$ cat src/shared/clock_output_defines.vh
/*
 Constants for the clock output control block: register offsets, field
 positions, reset values and timing counts. Assumes a 40 MHz block clock.
*/
`ifndef CLOCK_OUTPUT_DEFINES_VH
`define CLOCK_OUTPUT_DEFINES_VH

`define CLK_PERIOD_PS        25000
`define REG_PLL_ENABLE       8'h00
`define REG_SPREAD_CTRL      8'h04
`define REG_OUTPUT_ENABLE    8'h08
`define REG_OUTPUT_CTRL      8'h0C
`define REG_STATUS           8'h10
`define RST_PLL_ENABLE       8'hEF
`define RST_SPREAD_CTRL      8'hC0
`define RST_OUTPUT_ENABLE    8'hFF
`define RST_OUTPUT_CTRL      8'h30
`define SPREAD_EN_BIT        6
`define SPREAD_SEL_LSB       3
`define OE_CPU0_BIT          7
`define OE_SRC0_BIT          4
`define OE_DOT_BIT           1
`define OE_LCD_BIT           0
`define OE_REF_BIT           5
`define CPU_RESTART_NS       10
`define SRC_DRIVE_NS         15
`define PD_DRIVE_US          300
`define STAB_US              1800
`define SS_MOD_MIN_KHZ       30
`define SS_MOD_MAX_KHZ       33
`define CPU_RESTART_CYC      ((`CPU_RESTART_NS * 1000) / `CLK_PERIOD_PS)
`define SRC_DRIVE_CYC        ((`SRC_DRIVE_NS * 1000) / `CLK_PERIOD_PS)
`define PD_DRIVE_CYC         ((`PD_DRIVE_US * 1000000) / `CLK_PERIOD_PS)
`define STAB_CYC             ((`STAB_US * 1000000) / `CLK_PERIOD_PS)
`define SS_HALF_CYC          ((1000000000 / (`SS_MOD_MIN_KHZ + `SS_MOD_MAX_KHZ)) / `CLK_PERIOD_PS)
`define SS_STEP_CYC          ((`SS_HALF_CYC + 32) / 64)
`define RESP_OKAY            2'b00
`define RESP_SLVERR          2'b10

`endif

$ cat src/hw/clock_output_control.v
/*
 Output gating and control for a multi-output clock generator, with its
 control registers on an AXI4-Lite slave. Assumes aclk at 40 MHz, pins
 asynchronous to aclk, and clock phases per output supplied by the caller.
*/
// What this block does
// - Serial-reference request low enables its output; high disables it.
// - Select pins C,B decode to CPU 133.33, 166.67, 100, 66.67 MHz.
// - Three-bit field picks panel down-spread or centre-spread amount.
// - Spread profile is a triangle at 30 to 33 kHz.
// - CPU pair runs, holds true high on stop, or both low.
// - Other pairs go low on power-down or disable; request stops serial-reference only.
// - Stopped CPU output restarts on the fifth aclk edge after stop release (100 to 125 ns), not within 10 ns.
// - Serial-reference output drives on the fifth aclk edge after request assertion (100 to 125 ns), not within 15 ns.
// - Differential outputs enable on the 12006th aclk edge after power-down release (300.125 to 300.15 us), not within 300 us.
// - First stable clock on the 72002nd aclk edge after reset release or the 72006th after power-down release, not within 1.8 ms.
// - Power-down is asynchronous, active high, and drives every clock output low; registers and AXI access stay up.
// - CPU stop halts only outputs marked stoppable.
// - Spread select only acts when panel spread enable is set.
`timescale 1ns/1ps
`include "clock_output_defines.vh"

module clock_output_control #(
    parameter PD_DRIVE_CYCLES = `PD_DRIVE_CYC,
    parameter STAB_CYCLES     = `STAB_CYC
) (
    input  wire        aclk,
    input  wire        aresetn,
    input  wire [7:0]  s_axi_awaddr,
    input  wire        s_axi_awvalid,
    output reg         s_axi_awready,
    input  wire [31:0] s_axi_wdata,
    input  wire [3:0]  s_axi_wstrb,
    input  wire        s_axi_wvalid,
    output reg         s_axi_wready,
    output reg  [1:0]  s_axi_bresp,
    output reg         s_axi_bvalid,
    input  wire        s_axi_bready,
    input  wire [7:0]  s_axi_araddr,
    input  wire        s_axi_arvalid,
    output reg         s_axi_arready,
    output reg  [31:0] s_axi_rdata,
    output reg  [1:0]  s_axi_rresp,
    output reg         s_axi_rvalid,
    input  wire        s_axi_rready,
    input  wire        power_down,
    input  wire        cpu_stop_n,
    input  wire [2:0]  serial_ref_request_n,
    input  wire        cpu_freq_select_b,
    input  wire        cpu_freq_select_c,
    input  wire        cpu_phase,
    input  wire        serial_ref_phase,
    input  wire        display_phase,
    input  wire        panel_phase,
    input  wire        ref_phase,
    output reg  [2:0]  cpu_true,
    output reg  [2:0]  cpu_comp,
    output reg  [2:0]  serial_ref_true,
    output reg  [2:0]  serial_ref_comp,
    output reg         display_96m_true,
    output reg         display_96m_comp,
    output reg         panel_spread_true,
    output reg         panel_spread_comp,
    output reg         ref_out,
    output reg  [1:0]  cpu_freq_code,
    output reg  [7:0]  cpu_freq_mhz,
    output reg  [2:0]  spread_code,
    output reg         spread_centre,
    output reg  [6:0]  spread_profile,
    output reg         clocks_stable
);

    localparam [1:0] ST_DOWN   = 2'b00;
    localparam [1:0] ST_WAKE   = 2'b01;
    localparam [1:0] ST_DRIVE  = 2'b10;
    localparam [1:0] ST_STABLE = 2'b11;

    reg [2:0]  pd_s_q;
    reg [2:0]  stop_s_q;
    reg [2:0]  req_s_q [0:2];
    reg [2:0]  fsb_s_q;
    reg [2:0]  fsc_s_q;
    reg        pd_q;
    reg        stop_n_q;
    reg [2:0]  req_n_q;
    reg [7:0]  pll_en_q;
    reg [7:0]  spread_ctrl_q;
    reg [7:0]  out_en_q;
    reg [7:0]  out_ctrl_q;
    reg [1:0]  state_q;
    reg [31:0] wake_cnt_q;
    reg [15:0] ss_cnt_q;
    reg        ss_dir_q;
    reg [7:0]  aw_addr_q;
    reg        aw_have_q;
    reg [31:0] w_data_q;
    reg        w_have_q;
    reg [31:0] rd_d;
    reg        rd_ok_d;
    wire       outputs_on;
    wire       aw_take;
    wire       w_take;
    wire       do_write;
    genvar     i;

    // Pins pass three flops; a change counts once the last two agree.
    always @(posedge aclk) begin
        pd_s_q   <= {pd_s_q[1:0], power_down};
        stop_s_q <= {stop_s_q[1:0], cpu_stop_n};
        fsb_s_q  <= {fsb_s_q[1:0], cpu_freq_select_b};
        fsc_s_q  <= {fsc_s_q[1:0], cpu_freq_select_c};
        if (pd_s_q[2] == pd_s_q[1]) begin
            pd_q <= pd_s_q[2];
        end
        if (stop_s_q[2] == stop_s_q[1]) begin
            stop_n_q <= stop_s_q[2];
        end
    end

    generate
        for (i = 0; i < 3; i = i + 1) begin : g_req
            always @(posedge aclk) begin
                req_s_q[i] <= {req_s_q[i][1:0], serial_ref_request_n[i]};
                if (req_s_q[i][2] == req_s_q[i][1]) begin
                    req_n_q[i] <= req_s_q[i][2];
                end
            end
        end
    endgenerate

    // Wake sequence after power-down release.
    always @(posedge aclk) begin
        if (!aresetn || pd_q) begin
            state_q    <= ST_DOWN;
            wake_cnt_q <= 32'h00000000;
        end else begin
            case (state_q)
                ST_DOWN: begin
                    state_q    <= ST_WAKE;
                    wake_cnt_q <= 32'h00000000;
                end
                ST_WAKE: begin
                    wake_cnt_q <= wake_cnt_q + 32'h00000001;
                    if (wake_cnt_q >= PD_DRIVE_CYCLES - 1) begin
                        state_q <= ST_DRIVE;
                    end
                end
                ST_DRIVE: begin
                    wake_cnt_q <= wake_cnt_q + 32'h00000001;
                    if (wake_cnt_q >= STAB_CYCLES - 1) begin
                        state_q <= ST_STABLE;
                    end
                end
                ST_STABLE: state_q <= ST_STABLE;
                default:   state_q <= ST_DOWN;
            endcase
        end
    end

    assign outputs_on = (state_q == ST_DRIVE) || (state_q == ST_STABLE);

    // Output gating; every output is registered, so changes land on edges.
    generate
        for (i = 0; i < 3; i = i + 1) begin : g_out
            always @(posedge aclk) begin
                if (!aresetn || !outputs_on || !out_en_q[`OE_CPU0_BIT - i]
                        || !pll_en_q[7]) begin
                    cpu_true[i] <= 1'b0;
                    cpu_comp[i] <= 1'b0;
                end else if (!stop_n_q && out_ctrl_q[2 - i]) begin
                    cpu_true[i] <= 1'b1;
                    cpu_comp[i] <= 1'b0;
                end else begin
                    cpu_true[i] <= cpu_phase;
                    cpu_comp[i] <= ~cpu_phase;
                end
                if (!aresetn || !outputs_on || !out_en_q[`OE_SRC0_BIT - i]
                        || req_n_q[i] || !pll_en_q[7]) begin
                    serial_ref_true[i] <= 1'b0;
                    serial_ref_comp[i] <= 1'b0;
                end else begin
                    serial_ref_true[i] <= serial_ref_phase;
                    serial_ref_comp[i] <= ~serial_ref_phase;
                end
            end
        end
    endgenerate

    always @(posedge aclk) begin
        if (!aresetn || !outputs_on) begin
            display_96m_true  <= 1'b0;
            display_96m_comp  <= 1'b0;
            panel_spread_true <= 1'b0;
            panel_spread_comp <= 1'b0;
            ref_out           <= 1'b0;
        end else begin
            display_96m_true  <= out_en_q[`OE_DOT_BIT] & pll_en_q[6] & display_phase;
            display_96m_comp  <= out_en_q[`OE_DOT_BIT] & pll_en_q[6] & ~display_phase;
            panel_spread_true <= out_en_q[`OE_LCD_BIT] & pll_en_q[5] & panel_phase;
            panel_spread_comp <= out_en_q[`OE_LCD_BIT] & pll_en_q[5] & ~panel_phase;
            ref_out           <= out_ctrl_q[`OE_REF_BIT] & ref_phase;
        end
    end

    // Frequency decode, spread selection and triangle profile.
    always @(posedge aclk) begin
        if (!aresetn) begin
            cpu_freq_code  <= 2'b00;
            cpu_freq_mhz   <= 8'h00;
            spread_code    <= 3'b000;
            spread_centre  <= 1'b0;
            spread_profile <= 7'h00;
            ss_cnt_q       <= 16'h0000;
            ss_dir_q       <= 1'b0;
            clocks_stable  <= 1'b0;
        end else begin
            clocks_stable <= (state_q == ST_STABLE);
            if (fsc_s_q[2] == fsc_s_q[1] && fsb_s_q[2] == fsb_s_q[1]) begin
                cpu_freq_code <= {fsc_s_q[2], fsb_s_q[2]};
                case ({fsc_s_q[2], fsb_s_q[2]})
                    2'b00:   cpu_freq_mhz <= 8'h85;
                    2'b01:   cpu_freq_mhz <= 8'hA7;
                    2'b10:   cpu_freq_mhz <= 8'h64;
                    default: cpu_freq_mhz <= 8'h43;
                endcase
            end
            if (spread_ctrl_q[`SPREAD_EN_BIT]) begin
                spread_code   <= spread_ctrl_q[`SPREAD_SEL_LSB +: 3];
                spread_centre <= spread_ctrl_q[`SPREAD_SEL_LSB + 2];
                if (ss_cnt_q >= `SS_STEP_CYC - 1) begin
                    ss_cnt_q <= 16'h0000;
                    if (ss_dir_q) begin
                        spread_profile <= spread_profile - 7'h01;
                        if (spread_profile == 7'h01) ss_dir_q <= 1'b0;
                    end else begin
                        spread_profile <= spread_profile + 7'h01;
                        if (spread_profile == 7'h3F) ss_dir_q <= 1'b1;
                    end
                end else begin
                    ss_cnt_q <= ss_cnt_q + 16'h0001;
                end
            end else begin
                spread_code    <= 3'b000;
                spread_centre  <= 1'b0;
                spread_profile <= 7'h00;
                ss_cnt_q       <= 16'h0000;
                ss_dir_q       <= 1'b0;
            end
        end
    end

    // AXI4-Lite write path; address and data may come in either order.
    assign aw_take  = s_axi_awvalid & s_axi_awready;
    assign w_take   = s_axi_wvalid & s_axi_wready;
    assign do_write = aw_have_q & w_have_q & ~s_axi_bvalid;

    always @(posedge aclk) begin
        if (!aresetn) begin
            s_axi_awready <= 1'b1;
            s_axi_wready  <= 1'b1;
            s_axi_bvalid  <= 1'b0;
            s_axi_bresp   <= `RESP_OKAY;
            aw_have_q     <= 1'b0;
            w_have_q      <= 1'b0;
            aw_addr_q     <= 8'h00;
            w_data_q      <= 32'h00000000;
            pll_en_q      <= `RST_PLL_ENABLE;
            spread_ctrl_q <= `RST_SPREAD_CTRL;
            out_en_q      <= `RST_OUTPUT_ENABLE;
            out_ctrl_q    <= `RST_OUTPUT_CTRL;
        end else begin
            if (aw_take) begin
                aw_addr_q     <= s_axi_awaddr;
                aw_have_q     <= 1'b1;
                s_axi_awready <= 1'b0;
            end
            if (w_take) begin
                w_data_q     <= s_axi_wdata;
                w_have_q     <= s_axi_wstrb[0];
                s_axi_wready <= 1'b0;
                if (!s_axi_wstrb[0]) begin
                    w_have_q <= 1'b1;
                    w_data_q <= 32'h00000000;
                end
            end
            if (do_write) begin
                aw_have_q    <= 1'b0;
                w_have_q     <= 1'b0;
                s_axi_bvalid <= 1'b1;
                s_axi_bresp  <= `RESP_OKAY;
                case (aw_addr_q)
                    `REG_PLL_ENABLE:    pll_en_q      <= w_data_q[7:0] & 8'hEF;
                    `REG_SPREAD_CTRL:   spread_ctrl_q <= w_data_q[7:0] & 8'hF8;
                    `REG_OUTPUT_ENABLE: out_en_q      <= w_data_q[7:0];
                    `REG_OUTPUT_CTRL:   out_ctrl_q    <= w_data_q[7:0] & 8'h3F;
                    `REG_STATUS:        s_axi_bresp   <= `RESP_OKAY;
                    default:            s_axi_bresp   <= `RESP_SLVERR;
                endcase
            end
            if (s_axi_bvalid && s_axi_bready) begin
                s_axi_bvalid  <= 1'b0;
                s_axi_awready <= 1'b1;
                s_axi_wready  <= 1'b1;
            end
        end
    end

    // AXI4-Lite read path.
    always @* begin
        rd_d    = 32'h00000000;
        rd_ok_d = 1'b1;
        case (s_axi_araddr)
            `REG_PLL_ENABLE:    rd_d = {24'h000000, pll_en_q};
            `REG_SPREAD_CTRL:   rd_d = {24'h000000, spread_ctrl_q};
            `REG_OUTPUT_ENABLE: rd_d = {24'h000000, out_en_q};
            `REG_OUTPUT_CTRL:   rd_d = {24'h000000, out_ctrl_q};
            `REG_STATUS:        rd_d = {24'h000000, stop_n_q, req_n_q, pd_q,
                                        state_q == ST_STABLE, cpu_freq_code};
            default:            rd_ok_d = 1'b0;
        endcase
    end

    always @(posedge aclk) begin
        if (!aresetn) begin
            s_axi_arready <= 1'b1;
            s_axi_rvalid  <= 1'b0;
            s_axi_rdata   <= 32'h00000000;
            s_axi_rresp   <= `RESP_OKAY;
        end else if (s_axi_arvalid && s_axi_arready) begin
            s_axi_arready <= 1'b0;
            s_axi_rvalid  <= 1'b1;
            s_axi_rdata   <= rd_d;
            s_axi_rresp   <= rd_ok_d ? `RESP_OKAY : `RESP_SLVERR;
        end else if (s_axi_rvalid && s_axi_rready) begin
            s_axi_rvalid  <= 1'b0;
            s_axi_arready <= 1'b1;
        end
    end

endmodule

$ cat config.mk
export PLATFORM = sky130hd
export DESIGN_NAME = clock_output_control
export DESIGN_NICKNAME = d
export VERILOG_FILES = /design/src/hw/clock_output_control.v
export VERILOG_INCLUDE_DIRS = /design/src /design/src/shared
export SDC_FILE = /design/constraint.sdc
export NUM_CORES = 1
export LEC_CHECK = 0
export ABC_AREA = 1
export ABC_CLOCK_PERIOD_IN_PS = 1600
export BUFFER_PORTS_ARGS = -buffer_cell sky130_fd_sc_hd__buf_4
export CAP_MARGIN = 25
export CORE_UTILIZATION = 25
export CTS_CLUSTER_DIAMETER = 50
export DETAILED_ROUTE_END_ITERATION = 7
export HOLD_SLACK_MARGIN = 0.15
export PLACE_DENSITY_LB_ADDON = 0.15
export SETUP_SLACK_MARGIN = 0.4
export SLEW_MARGIN = 20
export SYNTH_ARGS = -nofsm -noshare
export SYNTH_HDL_FRONTEND = slang
export SYNTH_SLANG_ARGS = --single-unit
$ cat constraint.sdc
create_clock -name aclk -period 1.6 [get_ports aclk]
set_clock_uncertainty 0.2 [all_clocks]
set_input_delay 0.16 -clock aclk [delete_from_list [all_inputs] [get_ports aclk]]
set_output_delay 0.16 -clock aclk [all_outputs]
set_load 0.01 [all_outputs]
==> impl_results.md, run 1 <==
* Largest net degree at the start of global routing at 25
* Ys async rst share at 0%
* Buf+Inv Stages, Crit Path at 3
* Post-synthesis simple-gate area fraction at 24.4%
* Crit Reg-Reg Endpoint: wake_cnt_q[27]
* Synth area leader: dfxtp_1
* Final instance area at 11900 um2
* Critical path class: register to register
* P&R area growth vs syn at 65.5%
* Fmax at 587 MHz
* Cell depth of the worst setup path at 11
* RSZ-0062 raised after global routing: true
* CTS tree: yes
* Wirelength, routed at 20.9 mm
* First-iteration detailed-routing DRC count at 300
* Final Hold Fails at 26
* Total GRT Usage at 14.6%
* Die height at 172 um
* Outcome: finished with violations
* Warnings from Yosys at 0
* WL/cell at 13.3 um
* Netlist cell types at 43
* Largest family of logic cells by synthesized area: simple AND/OR/NAND/NOR gates
* Placement Setup Slack at -156 ps
* Worst hold path endpoint: s_axi_awready
* GRT overflow at 0
* Synth Area in Adders at 3.13%
* DP Cell Count at 1451
* Multiplexer share of the synthesized area at 0%
* R2R cell count at 11
* Final period util at 106%
* Reg clk slew, reported paths at 70 ps
* DR pass1 iterations at 6
* Routability cong. at 0.834
* Delay-heaviest family, CP: simple AND/OR/NAND/NOR gates
* VDD IR-drop max at 0.671 mV
* Num rows at 61
* Cells after synthesis at 901
* Layout cells sized above 1 at 48.5%
* Failing checks: negative hold slack, negative setup slack
* Number of global-route vias before repair at 6497
* Pwr Total at 0.0100 W
* Main flop type after synthesis: dfxtp_1
* Starting Density at 25.6%
* Most frequent cells in the layout: 138 x buf_4, 100 x nand2_1, 92 x dfxtp_1
* Residual DRC at 0
* Worst setup EP type: register
* Startpoint types: register
* Slew Limit Fails at 0
* First-pass GRT wire length at 33.1 mm
* Placed Area at 9220 um2
* Power per Cell Area at 842 nW/um2
* Crit-path cells: ha_4 > clkinv_4 > nand4_4 > nor2_4 > nand2_2 > nor3_4 > buf_6 > nand3_2 > nand2_1 > inv_1 > nor2_1
* Leakage at 5.06 nW
* Die area at 29500 um2
* Sequential-to-total area share from yosys stat at 48.5%
* Buffers on Ports at 95
* CTS H-tree depth at 4
* Synth Register Bits at 172
* Compound-gate portion of the synthesized area at 12.6%
* Final ANT Viol Nets at 0
* Arrival @ worst endpoint at 1880 ps
* Worst hold start: s_axi_awvalid
* Max incr delay on CP at 360 ps
* Diode count at 0
* Area share of the largest cell type after synthesis at 46.4%
* Nets@finish at 1274
* Max Cap Viol at 0
* Hold/Removal Path Class: input pin to register
* Non-Filler Instances at 1576
* CP required at 1780 ps
* Xor and xnor area share after synthesis at 1.58%
* Via count at 6764
* Leading post-synthesis cells by cell area: dfxtp_1 46%, nand2_1 8.0%, nor2_1 5.4%
* CTS Sinks at 172
* Post-DP HPWL at 14.6 mm
* Most common cell after layout, fill and taps aside: buf_4
* Hold Buf Count CTS at 38
* Tmin final at 1700 ps
* Clk_lat worst skew at 430 ps
* Hold WS at -110 ps
* WHS Path Cells at 4
* Drt via density at 4.29
* Final setup fails at 21
* Mean Syn Cell Area at 7.99 um2
* I/O pin count at 151
* Cell Area, Synth at 7200 um2
* R2R Setup Slk at -100 ps
* Number of synthesized flops with an enable pin at 5
* Max stage delay cell, worst path: dfxtp_4
* Reg2reg start: state_q[0]
* Num CTS Buffers at 17
* Final WS setup at -102 ps
* Max clock buf depth at 2
* Initial antenna violation count at 0
* Core Box Area at 28100 um2
* CTS root buf: clkbuf_16
* Die W at 172 um
* Max FO, Critical Path at 3
-- cells in the mapped netlist (5+ instances only) --
cell      count
clkbuf_1     10
nand2_1     153
nand3_1      62
buf_2         7
a211oi_1      8
nand4_1      18
buf_4        29
inv_1        93
dfxtp_1     167
o21ai_1      17
o211ai_2      7
inv_2        10
nor3_1       21
nor2_2        6
nor2_1      104
xnor2_1       9
o21ai_0      37
o211ai_1     12
nor3_2        7
edfxtp_1      5
a21oi_1      65
ha_1         18
-- worst register-to-register path, cell delays in order, from the launching register on --
cell and delay (ps):
dfxtp_4 360, ha_4 180, clkinv_4 60, nand4_4 90, nor2_4 120, nand2_2 80
nor3_4 170, buf_6 150, nand3_2 70, nand2_1 60, inv_1 30, nor2_1 90
-- cells by family after synthesis --
logic type	Yosys count
xor gates and xnor gates	13
other	1
AOI/OAI and AO/OA	155
and+or+nand+nor	389
adders and majority gates	18
DFF	172
buffers and inverters	153
-- how the worst max path moves through the flow --
| stage | start | endpoint | slack, ps |
|---|---|---|---|
| CTS | wake_cnt_q[1] | wake_cnt_q[20] | -80 |
| detailed placement | state_q[1] | wake_cnt_q[7] | -160 |
| global placement | state_q[1] | wake_cnt_q[7] | -160 |
| finish | state_q[0] | wake_cnt_q[27] | -100 |
| global route | state_q[0] | wake_cnt_q[27] | -200 |
| floorplan | state_q[0] | wake_cnt_q[23] | -20 |
-- area by class of cell --
class	count	area, um2
Clock inverter	14	126
Timing Repair Buffer	270	2530
Fill cell	2847	16200
Timing Repair inverter	2	22.5
Tap cell	378	473
Clock buffer	18	450
Multi-Input combinational cell	617	4280
Inverter	105	432
Sequential cell	172	3620
-- power breakdown --
| part | leakage, nW | internal [W] | total, W | switching (W) |
|---|---|---|---|---|
| Clock | 0.284 | 0.00214 | 0.00406 | 0.00192 |
| Sequential | 1.45 | 0.00447 | 0.00461 | 0.000138 |
| Combinational | 3.32 | 0.000701 | 0.00137 | 0.000671 |
| Total | 5.06 | 0.00732 | 0.0100 | 0.00273 |
-- routing by layer --
layer,routed length [um],track usage (%),share of wire [%]
met4,267,4.77,1.3
met2,10200,24.0,49
met5,0,0,0
met3,786,3.15,3.8
met1,9690,18.8,46
-- what timing repair did --
| item | in CTS | in global routing |
|---|---|---|
| setup endpoints to repair | 178 | 173 |
| setup buffers | 33 | 17 |
| resized for setup | 247 | 140 |
| pin swaps | 40 | 54 |
| cloned | 4 | 1 |
| hold endpoints to repair | 81 | 50 |
-- stage by stage --
| stage | TNS [ps] | util [%] | hold WS (ps) |
|---|---|---|---|
| 2_1_floorplan | -22.5 | - | -12.3 |
| 4_1_cts | -911 | 40.2 | -99.4 |
| 6_report | -608 | 42.5 | -110 |
| 3_3_place_gp | -2670 | 32.8 | 64.5 |
| 5_1_grt | -4780 | 42.5 | -88.4 |
| 3_5_place_dp | -3120 | 32.8 | 65.6 |
-- registers in the layout (all words and copies together), names as in the netlist, 5 cells and up --
signal,flops
aw_addr_q,8
cpu_freq_mhz,6
out_ctrl_q,6
out_en_q,8
pll_en_q,7
req_s_q,9
s_axi_rdata,8
spread_ctrl_q,5
spread_profile,7
ss_cnt_q,16
w_data_q,8
wake_cnt_q,32
Power figures use the tool's default switching activity.
==> run 2, diff against run 1 <==
--- a/config.mk
+++ b/config.mk
@@ -10,7 +10,7 @@
 export ABC_CLOCK_PERIOD_IN_PS = 1600
 export BUFFER_PORTS_ARGS = -buffer_cell sky130_fd_sc_hd__buf_4
 export CAP_MARGIN = 25
-export CORE_UTILIZATION = 25
+export CORE_UTILIZATION = 49
 export CTS_CLUSTER_DIAMETER = 50
 export DETAILED_ROUTE_END_ITERATION = 7
 export HOLD_SLACK_MARGIN = 0.15
==> impl_results.md, run 2 (synthesis results as in run 1) <==
* Placed Area at 8840 um2
* CTS Sinks at 172
* Final Hold Fails at 30
* Max stage delay cell, worst path: dfxtp_4
* Critical path class: register to register
* I/O pin count at 151
* Layout cells sized above 1 at 46.9%
* Leakage at 4.87 nW
* Post-DP HPWL at 12.4 mm
* Starting Density at 51.1%
* Failing checks: negative hold slack, negative setup slack
* Hold WS at -195 ps
* Max clock buf depth at 2
* R2R Setup Slk at -120 ps
* Initial antenna violation count at 0
* Crit path to: wake_cnt_q[27]
* Largest net degree at the start of global routing at 28
* Biggest regs: wake_cnt_q: 32 flops, ss_cnt_q: 16 flops, req_s_q: 9 flops
* R2R cell count at 11
* Max FO, Critical Path at 4
* Nets@finish at 1245
* Worst Setup SP: state_q[0]
* Startpoint types: register
* CTS tree: yes
* Worst setup EP type: register
* CTS root buf: clkbuf_16
* Setup tns final at -1400 ps
* CP required at 1780 ps
* Residual DRC at 0
* GRT overflow at 0
* DR pass1 iterations at 5
* Largest register by flop count: wake_cnt_q
* Crit Reg-Reg Endpoint: wake_cnt_q[27]
* Final setup fails at 32
* Diode count at 0
* CTS H-tree depth at 4
* Final ANT Viol Nets at 0
* Tmin final at 1720 ps
* Reg2reg start: state_q[0]
* First-pass GRT wire length at 31.0 mm
* Outcome: finished with violations
* Num rows at 43
* First-iteration detailed-routing DRC count at 479
* Die W at 123 um
* Reg clk slew, reported paths at 70 ps
* Num CTS Buffers at 17
* Power per Cell Area at 887 nW/um2
* Final instance area at 11300 um2
* Max Cap Viol at 0
* Max reg flops at 32
* Hold/Removal Path Class: input pin to register
* Routability cong. at 0.958
* WHS Path Cells at 3
* Total GRT Usage at 26.7%
* Core Box Area at 14100 um2
* Fmax at 582 MHz
* WL/cell at 15.2 um
* Die height at 123 um
* Max incr delay on CP at 360 ps
* Final WS setup at -119 ps
* Via count at 6990
* Clk_lat worst skew at 440 ps
* Slew Limit Fails at 0
* Arrival @ worst endpoint at 1900 ps
* Crit-path cells: ha_4 > clkinv_4 > nand4_4 > nor2_4 > nand2_2 > nor3_4 > buf_6 > nand3_1 > nand2_1 > inv_1 > nor2_1
* RSZ-0062 raised after global routing: true
* Buffers on Ports at 95
* Final period util at 107%
* Most frequent cells in the layout: 128 x buf_4, 98 x nand2_1, 89 x dfxtp_1
* VDD IR-drop max at 0.837 mV
* Most common cell after layout, fill and taps aside: buf_4
* Number of global-route vias before repair at 6573
* Die area at 15200 um2
* Drt via density at 5.18
* Wirelength, routed at 20.5 mm
* P&R area growth vs syn at 57.0%
* Hold Buf Count CTS at 38
==> run 2: cell count changes in the layout (fill, tap and decap cells not counted), moves of 4 or more <==
| cell | previous run | this run |
|---|---|---|
| buf_6 | 88 | 69 |
| dfxtp_4 | 12 | 17 |
| o21ai_2 | 22 | 18 |
| o21ai_1 | 14 | 20 |
| inv_2 | 17 | 21 |
| nand2_4 | 19 | 15 |
| nand2_2 | 36 | 42 |
| buf_4 | 138 | 128 |
| inv_8 | 6 | 2 |
==> run 2: repair_timing <==
action | CTS | global route
buffers inserted | 25 | 13
gates resized for setup | 240 | 118
cloned | 5 | 0
endpoints found under the setup margin | 169 | 167
hold endpoints to repair | 93 | 47
pin swaps | 45 | 39
==> run 2: layout make-up <==
class	instances	area (um2)
clock buffer	21	472
clock inverter	11	119
fill	892	2790
inverter	105	429
multi-input combinational	617	4160
sequential	172	3630
tap	180	225
timing repair buffer	241	2250
timing repair inverter	2	25.0
==> run 2: power by group <==
| group | internal, W | switching [W] |
|---|---|---|
| Combinational | 0.000617 | 0.000655 |
| Clock | 0.00232 | 0.00183 |
| Sequential | 0.00447 | 0.000144 |
==> run 2: how the worst min path moves through the flow <==
stage / from / endpoint / slack [ps]
3_3_place_gp: cpu_freq_select_c / fsc_s_q[0] / 60
6_report: s_axi_bready / s_axi_wready / -200
5_1_grt: s_axi_bready / s_axi_wready / -160
3_5_place_dp: cpu_stop_n / stop_s_q[0] / 70
2_1_floorplan: cpu_freq_select_b / fsb_s_q[0] / -10
4_1_cts: s_axi_bready / s_axi_wready / -190
==> run 2: routing by layer <==
metal | global-route usage, % | part of all wire, % | wire length (um)
met1 | 32.7 | 42 | 8630
met2 | 45.4 | 51 | 10400
met3 | 6.87 | 5.3 | 1080
met4 | 8.89 | 1.6 | 325
met5 | 0 | 0 | 0
==> run 2: per-stage QoR <==
| stage | worst slack (ps) | utilization [%] | hold slack [ps] | cells | power (W) |
|---|---|---|---|---|---|
| floorplan | -18.2 | - | -12.3 | 940 | 0.00522 |
| global placement | -68.6 | 62.7 | 64.3 | 1236 | 0.00552 |
| detailed placement | -137 | 62.7 | 65.6 | 1236 | 0.00554 |
| CTS | -69.2 | 76.9 | -187 | 1336 | 0.00998 |
| global route | -181 | 80.2 | -161 | 1349 | 0.0104 |
| finish | -119 | 80.2 | -195 | 1349 | 0.0100 |
==> run 2: critical path, delay by kind of cell (launching register included) <==
kind | cells | cell delay, ps
buffers and inverters | 3 | 240
flip-flops | 1 | 360
AND/OR/NAND/NOR | 7 | 680
adder cells (fa/ha/maj) | 1 | 180
